`src/include/iprt_pkg.sv`:
```
// Behaviour
// - each event source has one routing bit, 0 sends it to the first pin, 1 to the second, and only when enabled, except boot with the boot strap high.
// - routing bits are 7 ready, 6 buffer, 5 outside, 4 within, 3 orientation, 2 autosleep, 1 boot, 0 wake state.
// - the buffer source is the OR of the overflow, watermark and gate error flags.
// - while the second pin is the trigger input and the boot strap is low, a routing bit of 1 is ignored and nothing drives that pin.
// - with the boot strap high only boot may reach the second pin, other sources routed there reach no pin.
// - with the boot strap high the boot routing bit is ignored and boot is fixed to the second pin.
// - the boot routing bit keeps its value through a soft reset and is lost only on power-on reset.
// - bit 0 selects which pin carries the wake state level, 0 first pin, 1 second pin.
// - all eight routing bits reset to 0 and are read/write.
// - with the strap low and boot enabled, the selected pin pulses on boot completion with the set polarity.
// - with wake output enabled, the pin is active while system mode is 01b and inactive otherwise.
package iprt_pkg;
  // ------------------------------------------------------------
  // register map: index, byte address is four times the index
  // ------------------------------------------------------------
  localparam logic [7:0] ROUTE_IDX = 8'h21;
  localparam logic [7:0] ENABLE_IDX = 8'h20;
  localparam logic [7:0] CONFIG_IDX = 8'h30;
  localparam logic [7:0] STATUS_IDX = 8'h31;
  localparam logic [7:0] MASK_IDX = 8'h32;
  localparam logic [7:0] PINS_IDX = 8'h33;
  // ------------------------------------------------------------
  // source bit positions
  // ------------------------------------------------------------
  localparam int SRC_READY = 7;
  localparam int SRC_BUFFER = 6;
  localparam int SRC_OUTSIDE = 5;
  localparam int SRC_WITHIN = 4;
  localparam int SRC_ORIENT = 3;
  localparam int SRC_SLEEP = 2;
  localparam int BOOT_COMPLETE_EVENT = 1;
  localparam int SRC_WAKE = 0;
  // ------------------------------------------------------------
  // config fields and reset values
  // ------------------------------------------------------------
  localparam int CFG_POL = 0;
  localparam int CFG_TRIG = 1;
  localparam int CFG_SOFT = 7;
  localparam logic [7:0] ROUTE_RST = 8'h00;
  localparam logic [7:0] ENABLE_RST = 8'h02;
  localparam logic [7:0] CONFIG_RST = 8'h00;
  localparam logic [7:0] MASK_RST = 8'h00;
  localparam logic [1:0] WAKE_MODE = 2'h1;
  // ------------------------------------------------------------
  // timing
  // ------------------------------------------------------------
  localparam int CLK_MHZ = 25;
  localparam int BOOT1_US = 1;
  localparam int BOOT2_MS = 1;
  localparam int BOOT1_CYC = BOOT1_US * CLK_MHZ;
  localparam int BOOT2_CYC = BOOT2_MS * 1000 * CLK_MHZ;
  localparam int CNT_W = 16;
  typedef enum logic [1:0] {
    IPRT_IDLE = 2'b00,
    IPRT_DATA = 2'b01,
    IPRT_DONE = 2'b10
  } iprt_bus_t;
endpackage

```
`src/design/iprt_router.sv`:
```
module iprt_router #(
  parameter int BOOT2_CYC = iprt_pkg::BOOT2_CYC
) (
  // clock and reset
  input wire logic I_REF_CLK,
  input wire logic I_RESET_N,
  // ahb-lite slave
  input wire logic I_HSEL,
  input wire logic [31:0] I_HADDR,
  input wire logic [1:0] I_HTRANS,
  input wire logic I_HWRITE,
  input wire logic [2:0] I_HSIZE,
  input wire logic [31:0] I_HWDATA,
  input wire logic I_HREADY,
  output logic O_HREADYOUT,
  output logic [31:0] O_HRDATA,
  output logic O_HRESP,
  // event sources
  input wire logic I_READY,
  input wire logic I_BUFFER_OVERFLOW_FLAG,
  input wire logic I_BUFFER_WATERMARK_FLAG,
  input wire logic I_BUFFER_GATE_ERROR,
  input wire logic I_OUTSIDE_THRESH,
  input wire logic I_WITHIN_THRESH,
  input wire logic I_ORIENTATION,
  input wire logic I_AUTOSLEEP,
  input wire logic I_BOOT_COMPLETE_EVENT,
  input wire logic [1:0] I_SYS_MODE,
  input wire logic I_BOOT_STRAP_PIN,
  // pins and interrupt
  output logic O_FIRST_IRQ_PIN,
  output logic O_SECOND_IRQ_PIN,
  output logic O_SECOND_IRQ_PIN_OE,
  output logic O_IRQ
);
  // ------------------------------------------------------------
  // registers
  // ------------------------------------------------------------
  logic [7:0] route;
  logic [7:0] enable;
  logic [7:0] config_q;
  logic [7:0] status;
  logic [7:0] mask;
  logic [7:0] src_prev;
  logic strap;
  logic strap_taken;
  logic soft_rst;
  logic [iprt_pkg::CNT_W-1:0] boot_cnt;
  logic boot_fixed;
  iprt_pkg::iprt_bus_t bus_state;
  logic [7:0] bus_idx;
  logic bus_wr;

  // ------------------------------------------------------------
  // bus decode
  // ------------------------------------------------------------
  wire addr_take = I_HSEL & I_HREADY & I_HTRANS[1];
  wire do_wr = (bus_state == iprt_pkg::IPRT_DATA) & bus_wr;
  wire do_rd = (bus_state == iprt_pkg::IPRT_DATA) & ~bus_wr;
  wire wr_route = do_wr & (bus_idx == iprt_pkg::ROUTE_IDX);
  wire wr_enable = do_wr & (bus_idx == iprt_pkg::ENABLE_IDX);
  wire wr_config = do_wr & (bus_idx == iprt_pkg::CONFIG_IDX);
  wire wr_mask = do_wr & (bus_idx == iprt_pkg::MASK_IDX);
  wire rd_status = do_rd & (bus_idx == iprt_pkg::STATUS_IDX);
  wire [7:0] wdata = I_HWDATA[7:0];

  // read mux; unmapped words read zero
  logic [7:0] rd_mux;
  always_comb begin
    case (bus_idx)
      iprt_pkg::ROUTE_IDX: rd_mux = route;
      iprt_pkg::ENABLE_IDX: rd_mux = enable;
      iprt_pkg::CONFIG_IDX: rd_mux = {1'b0, config_q[6:0]};
      iprt_pkg::STATUS_IDX: rd_mux = status;
      iprt_pkg::MASK_IDX: rd_mux = mask;
      iprt_pkg::PINS_IDX: rd_mux = {5'h00, strap, O_SECOND_IRQ_PIN, O_FIRST_IRQ_PIN};
      default: rd_mux = 8'h00;
    endcase
  end

  // ------------------------------------------------------------
  // sources
  // ------------------------------------------------------------
  wire pol = config_q[iprt_pkg::CFG_POL];
  wire trig_fn = config_q[iprt_pkg::CFG_TRIG];
  wire buf_any = I_BUFFER_OVERFLOW_FLAG | I_BUFFER_WATERMARK_FLAG
               | I_BUFFER_GATE_ERROR;
  wire boot_pulse = (boot_cnt != '0) & ~boot_fixed;
  wire wake_lvl = (I_SYS_MODE == iprt_pkg::WAKE_MODE);
  wire [7:0] src_raw = {I_READY, buf_any, I_OUTSIDE_THRESH, I_WITHIN_THRESH,
                        I_ORIENTATION, I_AUTOSLEEP, boot_pulse, wake_lvl};
  wire [7:0] src = src_raw & enable;
  wire [7:0] to_first;
  wire [7:0] to_second;

  // per-source steering; strap and trigger function override routing
  genvar g;
  generate
    for (g = 0; g < 8; g++) begin : g_route
      if (g == iprt_pkg::BOOT_COMPLETE_EVENT) begin : g_boot
        // strap high: boot never takes the routed path, handled as fixed pulse
        assign to_first[g] = ~strap & (~route[g] | trig_fn);
        assign to_second[g] = ~strap & route[g] & ~trig_fn;
      end else begin : g_other
        // a 1 under trigger function with strap low falls back to the first pin
        assign to_first[g] = ~route[g] | (trig_fn & ~strap);
        assign to_second[g] = route[g] & ~trig_fn & ~strap;
      end
    end
  endgenerate

  wire act_first = |(src & to_first);
  wire act_second = |(src & to_second);
  wire fixed_low = boot_fixed & (boot_cnt != '0);
  wire next_first = pol ? act_first : ~act_first;
  wire next_second = fixed_low ? 1'b0 : (pol ? act_second : ~act_second);
  wire next_oe = ~trig_fn | strap;
  wire [7:0] src_rise = src & ~src_prev;
  wire [7:0] next_status = (status & ~(rd_status ? 8'hff : 8'h00)) | src_rise;
  wire next_irq = |(next_status & mask);

  // boot pulse counter, loaded from the strap-dependent length
  wire boot_start = I_BOOT_COMPLETE_EVENT & (strap | enable[iprt_pkg::BOOT_COMPLETE_EVENT]);
  wire [iprt_pkg::CNT_W-1:0] boot_len = strap ? BOOT2_CYC[iprt_pkg::CNT_W-1:0]
                                              : iprt_pkg::BOOT1_CYC[iprt_pkg::CNT_W-1:0];

  // ------------------------------------------------------------
  // bus sequencing: one wait state per transfer
  // ------------------------------------------------------------
  always_ff @(posedge I_REF_CLK) begin
    if (!I_RESET_N) begin
      bus_state <= iprt_pkg::IPRT_IDLE;
      bus_idx <= 8'h00;
      bus_wr <= 1'b0;
      O_HREADYOUT <= 1'b1;
      O_HRDATA <= 32'h0000_0000;
      O_HRESP <= 1'b0;
    end else begin
      O_HRESP <= 1'b0;
      case (bus_state)
        iprt_pkg::IPRT_IDLE: begin
          if (addr_take) begin
            bus_state <= iprt_pkg::IPRT_DATA;
            bus_idx <= I_HADDR[9:2];
            bus_wr <= I_HWRITE;
            O_HREADYOUT <= 1'b0;
          end
        end
        iprt_pkg::IPRT_DATA: begin
          // reads sample here so a preceding write is already visible
          O_HRDATA <= {24'h00_0000, do_rd ? rd_mux : 8'h00};
          O_HREADYOUT <= 1'b1;
          bus_state <= iprt_pkg::IPRT_DONE;
        end
        iprt_pkg::IPRT_DONE: begin
          bus_state <= iprt_pkg::IPRT_IDLE;
          if (addr_take) begin
            bus_state <= iprt_pkg::IPRT_DATA;
            bus_idx <= I_HADDR[9:2];
            bus_wr <= I_HWRITE;
            O_HREADYOUT <= 1'b0;
          end
        end
        default: bus_state <= iprt_pkg::IPRT_IDLE;
      endcase
    end
  end

  // ------------------------------------------------------------
  // routing register: boot bit survives soft reset
  // ------------------------------------------------------------
  always_ff @(posedge I_REF_CLK) begin
    if (!I_RESET_N) begin
      route <= iprt_pkg::ROUTE_RST;
    end else if (wr_route) begin
      route <= wdata;
    end else if (soft_rst) begin
      route <= (iprt_pkg::ROUTE_RST & 8'hfd) | (route & 8'h02);
    end
  end

  // other software registers, all returned to their reset values by soft reset
  always_ff @(posedge I_REF_CLK) begin
    if (!I_RESET_N || soft_rst) begin
      enable <= iprt_pkg::ENABLE_RST;
      config_q <= iprt_pkg::CONFIG_RST;
      mask <= iprt_pkg::MASK_RST;
    end else begin
      if (wr_enable) enable <= wdata;
      if (wr_config) config_q <= wdata;
      if (wr_mask) mask <= wdata;
    end
  end

  // soft reset is a one-cycle pulse after writing the command bit
  always_ff @(posedge I_REF_CLK) begin
    if (!I_RESET_N) begin
      soft_rst <= 1'b0;
    end else begin
      soft_rst <= wr_config & wdata[iprt_pkg::CFG_SOFT];
    end
  end

  // strap caught once, on the first edge after power-on release
  always_ff @(posedge I_REF_CLK) begin
    if (!I_RESET_N) begin
      strap <= 1'b0;
      strap_taken <= 1'b0;
    end else if (!strap_taken) begin
      strap <= I_BOOT_STRAP_PIN;
      strap_taken <= 1'b1;
    end
  end

  // boot pulse timer; a new completion restarts it
  always_ff @(posedge I_REF_CLK) begin
    if (!I_RESET_N) begin
      boot_cnt <= '0;
      boot_fixed <= 1'b0;
    end else if (boot_start) begin
      boot_cnt <= boot_len;
      boot_fixed <= strap;
    end else if (boot_cnt != '0) begin
      boot_cnt <= boot_cnt - 1'b1;
    end
  end

  // ------------------------------------------------------------
  // status, interrupt and pins, all registered
  // ------------------------------------------------------------
  // a new rising edge in the read-clear cycle is kept
  always_ff @(posedge I_REF_CLK) begin
    if (!I_RESET_N || soft_rst) begin
      status <= 8'h00;
      src_prev <= 8'h00;
      O_IRQ <= 1'b0;
    end else begin
      status <= next_status;
      src_prev <= src;
      O_IRQ <= next_irq;
    end
  end

  // pins idle inactive: polarity 0 means active low, so idle high
  always_ff @(posedge I_REF_CLK) begin
    if (!I_RESET_N) begin
      O_FIRST_IRQ_PIN <= 1'b1;
      O_SECOND_IRQ_PIN <= 1'b1;
      O_SECOND_IRQ_PIN_OE <= 1'b0;
    end else begin
      O_FIRST_IRQ_PIN <= next_first;
      O_SECOND_IRQ_PIN <= next_second;
      O_SECOND_IRQ_PIN_OE <= next_oe;
    end
  end
endmodule

```
`config.mk`:
```
export PLATFORM = sky130hd
export DESIGN_NAME = iprt_router
export DESIGN_NICKNAME = d
export VERILOG_FILES = /design/src/include/iprt_pkg.sv /design/src/design/iprt_router.sv
export SDC_FILE = /design/constraint.sdc
export NUM_CORES = 1
export LEC_CHECK = 0
export BUFFER_PORTS_ARGS = -buffer_cell sky130_fd_sc_hd__buf_2
export CELL_PAD_IN_SITES_DETAIL_PLACEMENT = 0
export CELL_PAD_IN_SITES_GLOBAL_PLACEMENT = 2
export CORE_MARGIN = 2
export CORE_UTILIZATION = 30
export DETAILED_ROUTE_END_ITERATION = 10
export PLACE_DENSITY_LB_ADDON = 0.15
export SYNTH_ARGS = -nofsm -noshare
export SYNTH_HDL_FRONTEND = slang
export SYNTH_SLANG_ARGS = --single-unit
```
`constraint.sdc`:
```
create_clock -name I_REF_CLK -period 2.7 [get_ports I_REF_CLK]
set_input_delay 0.27 -clock I_REF_CLK [delete_from_list [all_inputs] [get_ports I_REF_CLK]]
set_output_delay 0.27 -clock I_REF_CLK [all_outputs]
set_load 0.02 [all_outputs]
```
-- After elaboration in Yosys (flattened, before gate mapping)
Index checks and enable logic that the tools add are counted.
- logic and storage cells: 129
- register bits after elaboration: 91
- bitwise logic cells: 66
- add/subtract/negate cells: 1
- equal/unequal tests: 11
- muxes and demuxes: 17
- reduce and logical (&&, ||, !) cells: 13
- operators by type and width (kind ; count):
    AND 8 bit ; 6
    == test 8 x 6 -> 1 bit, second input constant ; 6
    one-hot mux 8 bit (6 select lines) ; 1
    2-to-1 mux 16 bit ; 2
    2-to-1 mux 8 bit ; 4
    AND 1 bit ; 31
    OR reduction 8 bit ; 3
    inverter 8 bit ; 2
    nonzero test 16 bit ; 1
    subtractor 16 x 1 -> 16 bit, second input constant ; 1
    2-to-1 mux 15 bit ; 1
    inverter 1 bit ; 14
    bitwise OR 1 bit ; 12
    bitwise OR 8 bit ; 1
    2-to-1 mux 1 bit ; 6
    one-hot mux 2 bit (3 select lines) ; 1
    nonzero test 2 bit ; 3
    == test 2 x 1 -> 1 bit, second input constant ; 2
    AND reduction 2 bit ; 2
    == test 2 bit, second input constant ; 1
    zero test 2 bit ; 1
    2-to-1 mux 2 bit ; 1
    != test 2 x 1 -> 1 bit, second input constant ; 1
    != test 2 bit, second input constant ; 1
    other kinds (4) ; 4

-- Depth between registers and ports, before layout
Gate-level depths: netlist (run 1).
- depth in word-level cells: 9
- mapped depth: 8
- gate-level depth less buffers: 7

-- Worst setup path before layout (run 1)
Ideal clock, no wire load.
- path kind: reg-to-reg
- start: reg bus_idx[7]
- end: reg enable[1]
- setup time: 0.120 ns
- clock period less this slack: 2.125 ns
- data required time: 2.580 ns
- data arrival time: 2.005 ns
- cell stages (with the launch flop): 7
- path slack: 0.575 ns
- path through: dfxtp_1 or3_1 or4_1 buf_2 or3_1 buf_6 a211o_1
- cells in the longest elaborated chain, start to end: 2
- ends and longest elaborated chain (item ; RTL line ; text):
    from (decl) ; iprt_router.sv:51 ; logic [7:0] bus_idx;
    from (signal assigned) ; iprt_router.sv:144 ; bus_idx <= I_HADDR[9:2];
    from (signal assigned) ; iprt_router.sv:159 ; bus_idx <= I_HADDR[9:2];
    == test 8 x 6 -> 1 bit ; iprt_router.sv:61 ; wire wr_enable = do_wr & (bus_idx == iprt_pkg::ENABLE_IDX);
    AND 1 bit ; iprt_router.sv:61 ;
    to (signal assigned) ; iprt_router.sv:185 ; enable <= iprt_pkg::ENABLE_RST;
    to (signal assigned) ; iprt_router.sv:189 ; if (wr_enable) enable <= wdata;
    to (decl) ; iprt_router.sv:40 ; logic [7:0] enable;
No other way between the ends.
A chain may end at the register's enable or synchronous reset.

-- Worst setup path after layout (run 1)
- start: reg bus_idx[7]
- end: reg enable[6]
Same word-level chain as after synthesis.

==> results.py, run 1 <==
metrics = {
    "routing": {
        "via_per_inst": 4.83,
        "vias": 3486,
        "drc": 0,
        "dr.pass1.iters": 5,
        "ant_nets": 0,
        "first_iter_violations": 188,
        "routed_wl_microns": 11800,
        "wire_per_inst_microns": 16.4,
    },
    "clock_network": {
        "cts_htree_levels": 3,
        "clock_sinks": 91,
        "cts_hold_buf": 0,
        "cts-root-buf": "clkbuf_16",
        "cts_tree": "done",
        "clock_path_buffers": 2,
        "clk_pin_slew_ns": 0.06,
        "post_cts_resized": 0,
        "cts_setup_buffers": 0,
        "clk_latency_ns": 0.35,
        "cts_made_buffers": 9,
    },
    "floorplanning": {
        "die_w_microns": 123,
        "rows": 43,
        "start_util": 0.307,
        "core_area_sq_um": 13800,
        "die_h_microns": 123,
        "ioPinCount": 124,
        "dieArea_sq_um": 15100,
    },
    "placed_design": {
        "placedCellCount": 706,
        "port_buffers": 46,
        "gp_congestion": 0.788,
        "hpwl_microns": 8660,
    },
    "grt": {
        "grt.overflow.total": 0,
        "grt_pass1_wl_microns": 18600,
        "grt_pass1_vias": 3412,
        "antenna_found_initial": 0,
        "grt_max_degree": 38,
        "grtUsageTotal": 0.165,
    },
    "synth": {
        "syn_area_per_cell_sq_um": 8.71,
        "synth_edf_count": 0,
        "synth_area_sq_um": 4240,
        "synth_seq_cells": 91,
        "synth_cell_types": 53,
        "ys.flop_type": "dfxtp_1",
        "ys_seq_area_frac": 0.429,
        "synthCells": 487,
        "async_flop_share": 0,
        "yosys_warnings": 0,
    },
    "critical_path": {
        "rr_endpoint": "enable[6]",
        "critPathKind": "register to register",
        "r2r_slack_ns": 0.42,
        "timing.rr.start": "bus_idx[7]",
        "endpoint_kind": "register",
        "crit_fanout": 5,
        "cp.arrival_ns": 2.49,
        "start_kind": "register",
        "required_ns": 2.91,
        "worstRegToRegCells": 6,
    },
    "timing": {
        "worst_pin_slew_ns": 0.832,
        "fin_setup_tns_ns": 0,
        "setup_violations": 0,
        "period_share": 0.845,
        "skew_ns": 0.00805,
        "final-max-slew-violation-count": 0,
        "hold_violations": 0,
        "layout_min_cycle_time_ns": 2.28,
        "slew_headroom": 0.445,
        "fmax_mhz": 438,
        "rsz0062_at_grt": "no",
    },
    "job": {
        "cap_violations": 0,
    },
    "pwr": {
        "vdd_ir_drop_max_v": 0.000338,
        "power_density_nw_per_um2": 589,
        "leakage_nw": 1.87,
    },
    "min_path": {
        "whs_path_depth": 3,
        "hold_end": "bus_idx[2]",
        "hp-class": "input pin to register",
        "hp-start": "I_HADDR[4]",
    },
    "cells_and_area": {
        "fin_cells": 722,
        "drive_gt1_frac": 0.153,
        "nets": 625,
        "antenna_cells": 0,
        "syn_to_final_growth_pct": 15.5,
    },
    "run_status": {
        "status": "finished, final reports clean",
    },
}
==> cells in the mapped netlist, drive strengths merged, types with 3 or more instances <==
cell / count / share of area
dfxtp: 91 / 0.43
nor2: 65 / 0.058
nand2: 55 / 0.049
mux2i: 33 / 0.078
buf: 29 / 0.050
a21oi: 23 / 0.027
a21boi: 21 / 0.037
clkbuf: 18 / 0.016
nand3: 13 / 0.015
o21ai: 11 / 0.013
inv: 10 / 0.0089
nand4: 10 / 0.015
nand3b: 8 / 0.014
nor2b: 8 / 0.012
xor2: 8 / 0.017
nand2b: 7 / 0.010
nor4: 7 / 0.015
and2: 6 / 0.0089
o2bb2ai: 6 / 0.012
xnor2: 6 / 0.012
a221oi: 5 / 0.010
nand4b: 4 / 0.0083
nor3: 4 / 0.0047
or3: 4 / 0.0059
a211oi: 3 / 0.0053
a22oi: 3 / 0.0053
and3: 3 / 0.0044
nor3b: 3 / 0.0053
==> report_power, final <==
group	internal (mW)	switching, mW	leakage (nW)
clock network	0.616	0.523	0.132
registers	1.38	0.0337	0.738
logic	0.132	0.201	1.00
total	2.13	0.758	1.87
==> layout by cell type, fill, tap and decap left out, types with 2 or more instances in the layout <==
| cell | netlist | final |
|---|---|---|
| and4_1 | 2 | 2 |
| a211oi_1 | 3 | 3 |
| or4_1 | 2 | 2 |
| nor4_1 | 5 | 5 |
| buf_4 | 25 | 15 |
| a21boi_0 | 21 | 21 |
| nor3_1 | 4 | 4 |
| a21oi_1 | 23 | 23 |
| a22oi_1 | 3 | 3 |
| nand4b_1 | 4 | 4 |
| a211o_1 | 2 | 2 |
| o21ai_0 | 10 | 10 |
| or3_1 | 4 | 4 |
| nor2b_1 | 8 | 8 |
| and3_1 | 3 | 3 |
| clkinv_2 | 0 | 5 |
| nand3_1 | 13 | 13 |
| nand4_1 | 10 | 10 |
| ha_1 | 2 | 2 |
| inv_1 | 10 | 10 |
| nand3b_1 | 8 | 8 |
| buf_2 | 2 | 46 |
| nor2_1 | 65 | 65 |
| o2bb2ai_1 | 6 | 6 |
| nand2b_1 | 7 | 7 |
| a221oi_1 | 5 | 5 |
| conb_1 | 1 | 25 |
| xor2_1 | 8 | 8 |
| dfxtp_1 | 91 | 91 |
| nor3b_1 | 3 | 3 |
| xnor2_1 | 6 | 6 |
| and2_1 | 6 | 6 |
| clkbuf_16 | 0 | 9 |
| mux2i_1 | 33 | 33 |
| nand2_1 | 55 | 55 |
==> per-stage QoR <==
step	instance area [sq um]	power (mW)	util	hold slack (ns)	setup slack (ns)
after floorplan	4330	1.70	-	0.298	0.575
after global placement	4640	1.78	0.336	0.439	0.427
after detailed placement	4640	1.78	0.336	0.445	0.454
after CTS	4900	2.93	0.354	0.165	0.431
after global routing	4900	3.03	0.354	0.189	0.306
final	4900	2.88	0.354	0.175	0.418
==> state kept, by name (all words and copies together) (netlist names), 2 cells and up <==
signal,cells
route,8
config_q,7
enable,8
O_HRDATA,8
bus_state,2
mask,8
bus_idx,8
src_prev,8
boot_cnt,16
status,8
==> area by class of cell <==
class	instances	area, sq um
Timing Repair Buffer	62	363
Clock inverter	6	32.5
Fill cell	1483	8930
Tap cell	180	225
Clock buffer	10	229
Inverter	10	37.5
Sequential cell	91	1820
Multi-Input combinational cell	363	2190
==> worst max path at each step <==
stage / start / endpoint
5_1_grt: bus_idx[7] / enable[6]
6_report: bus_idx[7] / enable[6]
2_1_floorplan: bus_idx[7] / enable[1]
4_1_cts: bus_idx[7] / enable[6]
3_3_place_gp: bus_idx[7] / enable[6]
3_5_place_dp: bus_idx[7] / enable[6]
==> cell families after synthesis <==
family | count (synthesis) | share of synthesized area
AND/OR/NAND/NOR | 205 | 0.244
flip-flops | 91 | 0.429
AO/OA/AOI/OAI | 82 | 0.130
buffers and inverters | 57 | 0.0749
multiplexers | 35 | 0.0858
XOR/XNOR | 14 | 0.0289
adder cells (fa/ha/maj) | 2 | 0.00590
other | 1 | 0.000884
==> routing by layer <==
| metal | GRT usage | vias up | wire, microns |
|---|---|---|---|
| met3 | 0.0461 | 8 | 418 |
| met1 | 0.222 | 1675 | 5750 |
| li1 | - | 1744 | - |
| met5 | 0 | - | 0 |
| met4 | 0.0388 | 0 | 119 |
| met2 | 0.263 | 59 | 5530 |
==> worst max-delay path, stage by stage, from the launching register on <==
cell	delay, ns
dfxtp_1	0.34
or3_1	0.39
or4_1	0.44
or3_1	0.55
buf_4	0.22
mux2i_1	0.15
nor2_1	0.05
No activity file was read; power rests on OpenSTA's default activity.
==> run 2, diff against run 1 <==
CORE_UTILIZATION = 27   (was 30)
clock period = 1.86 ns   (was 2.7 ns; I/O delays follow)
==> results.py, run 2 (synthesized netlist as in run 1, its figures left out) <==
metrics = {
    "pwr": {
        "vdd_ir_drop_max_v": 0.000440,
        "power_density_nw_per_um2": 861,
        "leakage_nw": 2.13,
    },
    "routing": {
        "via_per_inst": 4.59,
        "drc": 0,
        "dr.pass1.iters": 5,
        "wire_per_inst_microns": 15.8,
        "routed_wl_microns": 12500,
        "ant_nets": 0,
        "vias": 3615,
        "first_iter_violations": 138,
    },
    "floorplanning": {
        "start_util": 0.278,
        "ioPinCount": 124,
        "core_area_sq_um": 15300,
        "rows": 45,
        "dieArea_sq_um": 16700,
        "die_w_microns": 129,
        "die_h_microns": 129,
    },
    "critical_path": {
        "slowest_delay_ns": 0.44,
        "cpLargestDelayFamily": "simple AND/OR/NAND/NOR gates",
        "cp_cell_sequence": "or3_4, or4_4, or3_4, buf_6, a211o_1",
        "crit_top_cell": "or3_4",
        "critPathKind": "register to register",
        "cp.arrival_ns": 2.29,
        "required_ns": 2.10,
        "slowest_stage": "or4_4",
        "crit_fanout": 5,
        "endpoint_kind": "register",
        "crit_buf_inv": 1,
        "start_kind": "register",
    },
    "cells_and_area": {
        "fill_cells": 1600,
        "drive_gt1_frac": 0.248,
        "antenna_cells": 0,
        "final_util": 0.357,
        "nets": 660,
        "regMostFlops": "boot_cnt",
        "syn_to_final_growth_pct": 28.3,
        "final_cell_mix": "dfxtp_1 (84), nor2_1 (64), nand2_1 (54)",
        "largest_reg_flops": 16,
        "fin_area_sq_um": 5440,
        "final_common_cell": "dfxtp_1",
    },
    "placed_design": {
        "gp_congestion": 0.804,
        "port_buffers": 46,
        "place_ws_ns": -0.225,
        "dpl-instance-area_sq_um": 4950,
        "hpwl_microns": 9260,
    },
    "job": {
        "cap_violations": 0,
    },
    "min_path": {
        "hp-class": "input pin to register",
    },
    "clock_network": {
        "clk_latency_ns": 0.36,
        "cts_made_buffers": 9,
        "clock_sinks": 91,
        "cts_tree": "done",
        "cts_htree_levels": 3,
        "cts_hold_buf": 0,
        "clk_pin_slew_ns": 0.07,
        "cts-root-buf": "clkbuf_16",
        "clock_path_buffers": 2,
    },
    "run_status": {
        "status": "finished, violations left",
        "violations": "setup timing",
    },
    "timing": {
        "slew_headroom": 0.660,
        "worst_pin_slew_ns": 0.508,
        "fin_ws_ns": -0.190,
        "fmax_mhz": 488,
        "final-max-slew-violation-count": 0,
        "setup_violations": 8,
        "rsz0062_at_grt": "yes",
        "hold_violations": 0,
        "period_share": 1.10,
        "skew_ns": 0.0104,
        "layout_min_cycle_time_ns": 2.05,
    },
    "grt": {
        "grtUsageTotal": 0.159,
        "grt_pass1_vias": 3611,
        "grt_max_degree": 33,
        "grt_busiest_layer": "met2",
        "grt_pass1_wl_microns": 20100,
        "grt.met1_usage": 0.214,
        "use_met3": 0.0322,
        "grt_use_met2": 0.254,
        "grt.overflow.total": 0,
        "antenna_found_initial": 0,
    },
}
[run 2: changes by cell type in the layout (fill, tap and decap cells not counted), sizes merged]
cell	before	now
clkbuf	10	11
clkinvlp	1	2
buf	62	96
clkinv	5	2
bufinv	0	2
[run 2: worst min-delay path: stages]
cell and delay [ns]:
buf_2 0.10, nand2_1 0.04, a21boi_0 0.06
[run 2: cell type report]
class / count / area, sq um / area share
clock inverter: 6 / 88.8 / 0.0163
multi-input combinational: 363 / 2320 / 0.426
clock buffer: 10 / 239 / 0.0439
timing repair buffer: 97 / 666 / 0.122
inverter: 10 / 37.5 / 0.00690
sequential: 91 / 1830 / 0.336
tap: 211 / 264 / 0.0485
[run 2: worst paths after layout]
check,from,end,slack (ns),cells past startpoint
setup / recovery,bus_idx[7],enable[1],-0.19,5
hold / removal,I_HADDR[7],bus_idx[5],0.08,3
setup reg to reg,bus_idx[7],enable[1],-0.19,5
hold reg to reg,O_HRDATA[1],O_HRDATA[1],0.45,2
[run 2: report_power, final]
part           internal (mW)  switching [mW]  total (mW)
clock network           1.21           0.812        2.03
registers               2.00          0.0559        2.06
logic                  0.277           0.322       0.599
total                   3.50            1.19        4.69
[run 2: stage by stage]
step,cells,TNS (ns),power (mW),hold slack (ns)
CTS,786,-0.895,4.72,0.0725
global route,788,-1.95,4.90,0.100
detailed placement,768,-1.23,2.66,0.442
floorplan,511,-1.50,2.47,0.214
global placement,768,-1.20,2.66,0.436
finish,788,-1.03,4.69,0.0795
[run 2: timing repair]
| item | 4_1_cts | 5_1_grt |
|---|---|---|
| setup buffers | 1 | 2 |
| endpoints found under the setup margin | 11 | 29 |
| pin swaps | 3 | 9 |
| gates resized for setup | 7 | 29 |
| cloned | 1 | 0 |
[run 2: per-layer routing]
metal  vias up  routed length (microns)
met5         -                        0
met4         0                      180
met3        13                      390
met2        62                     5750
met1      1721                     6170
li1       1819                        -
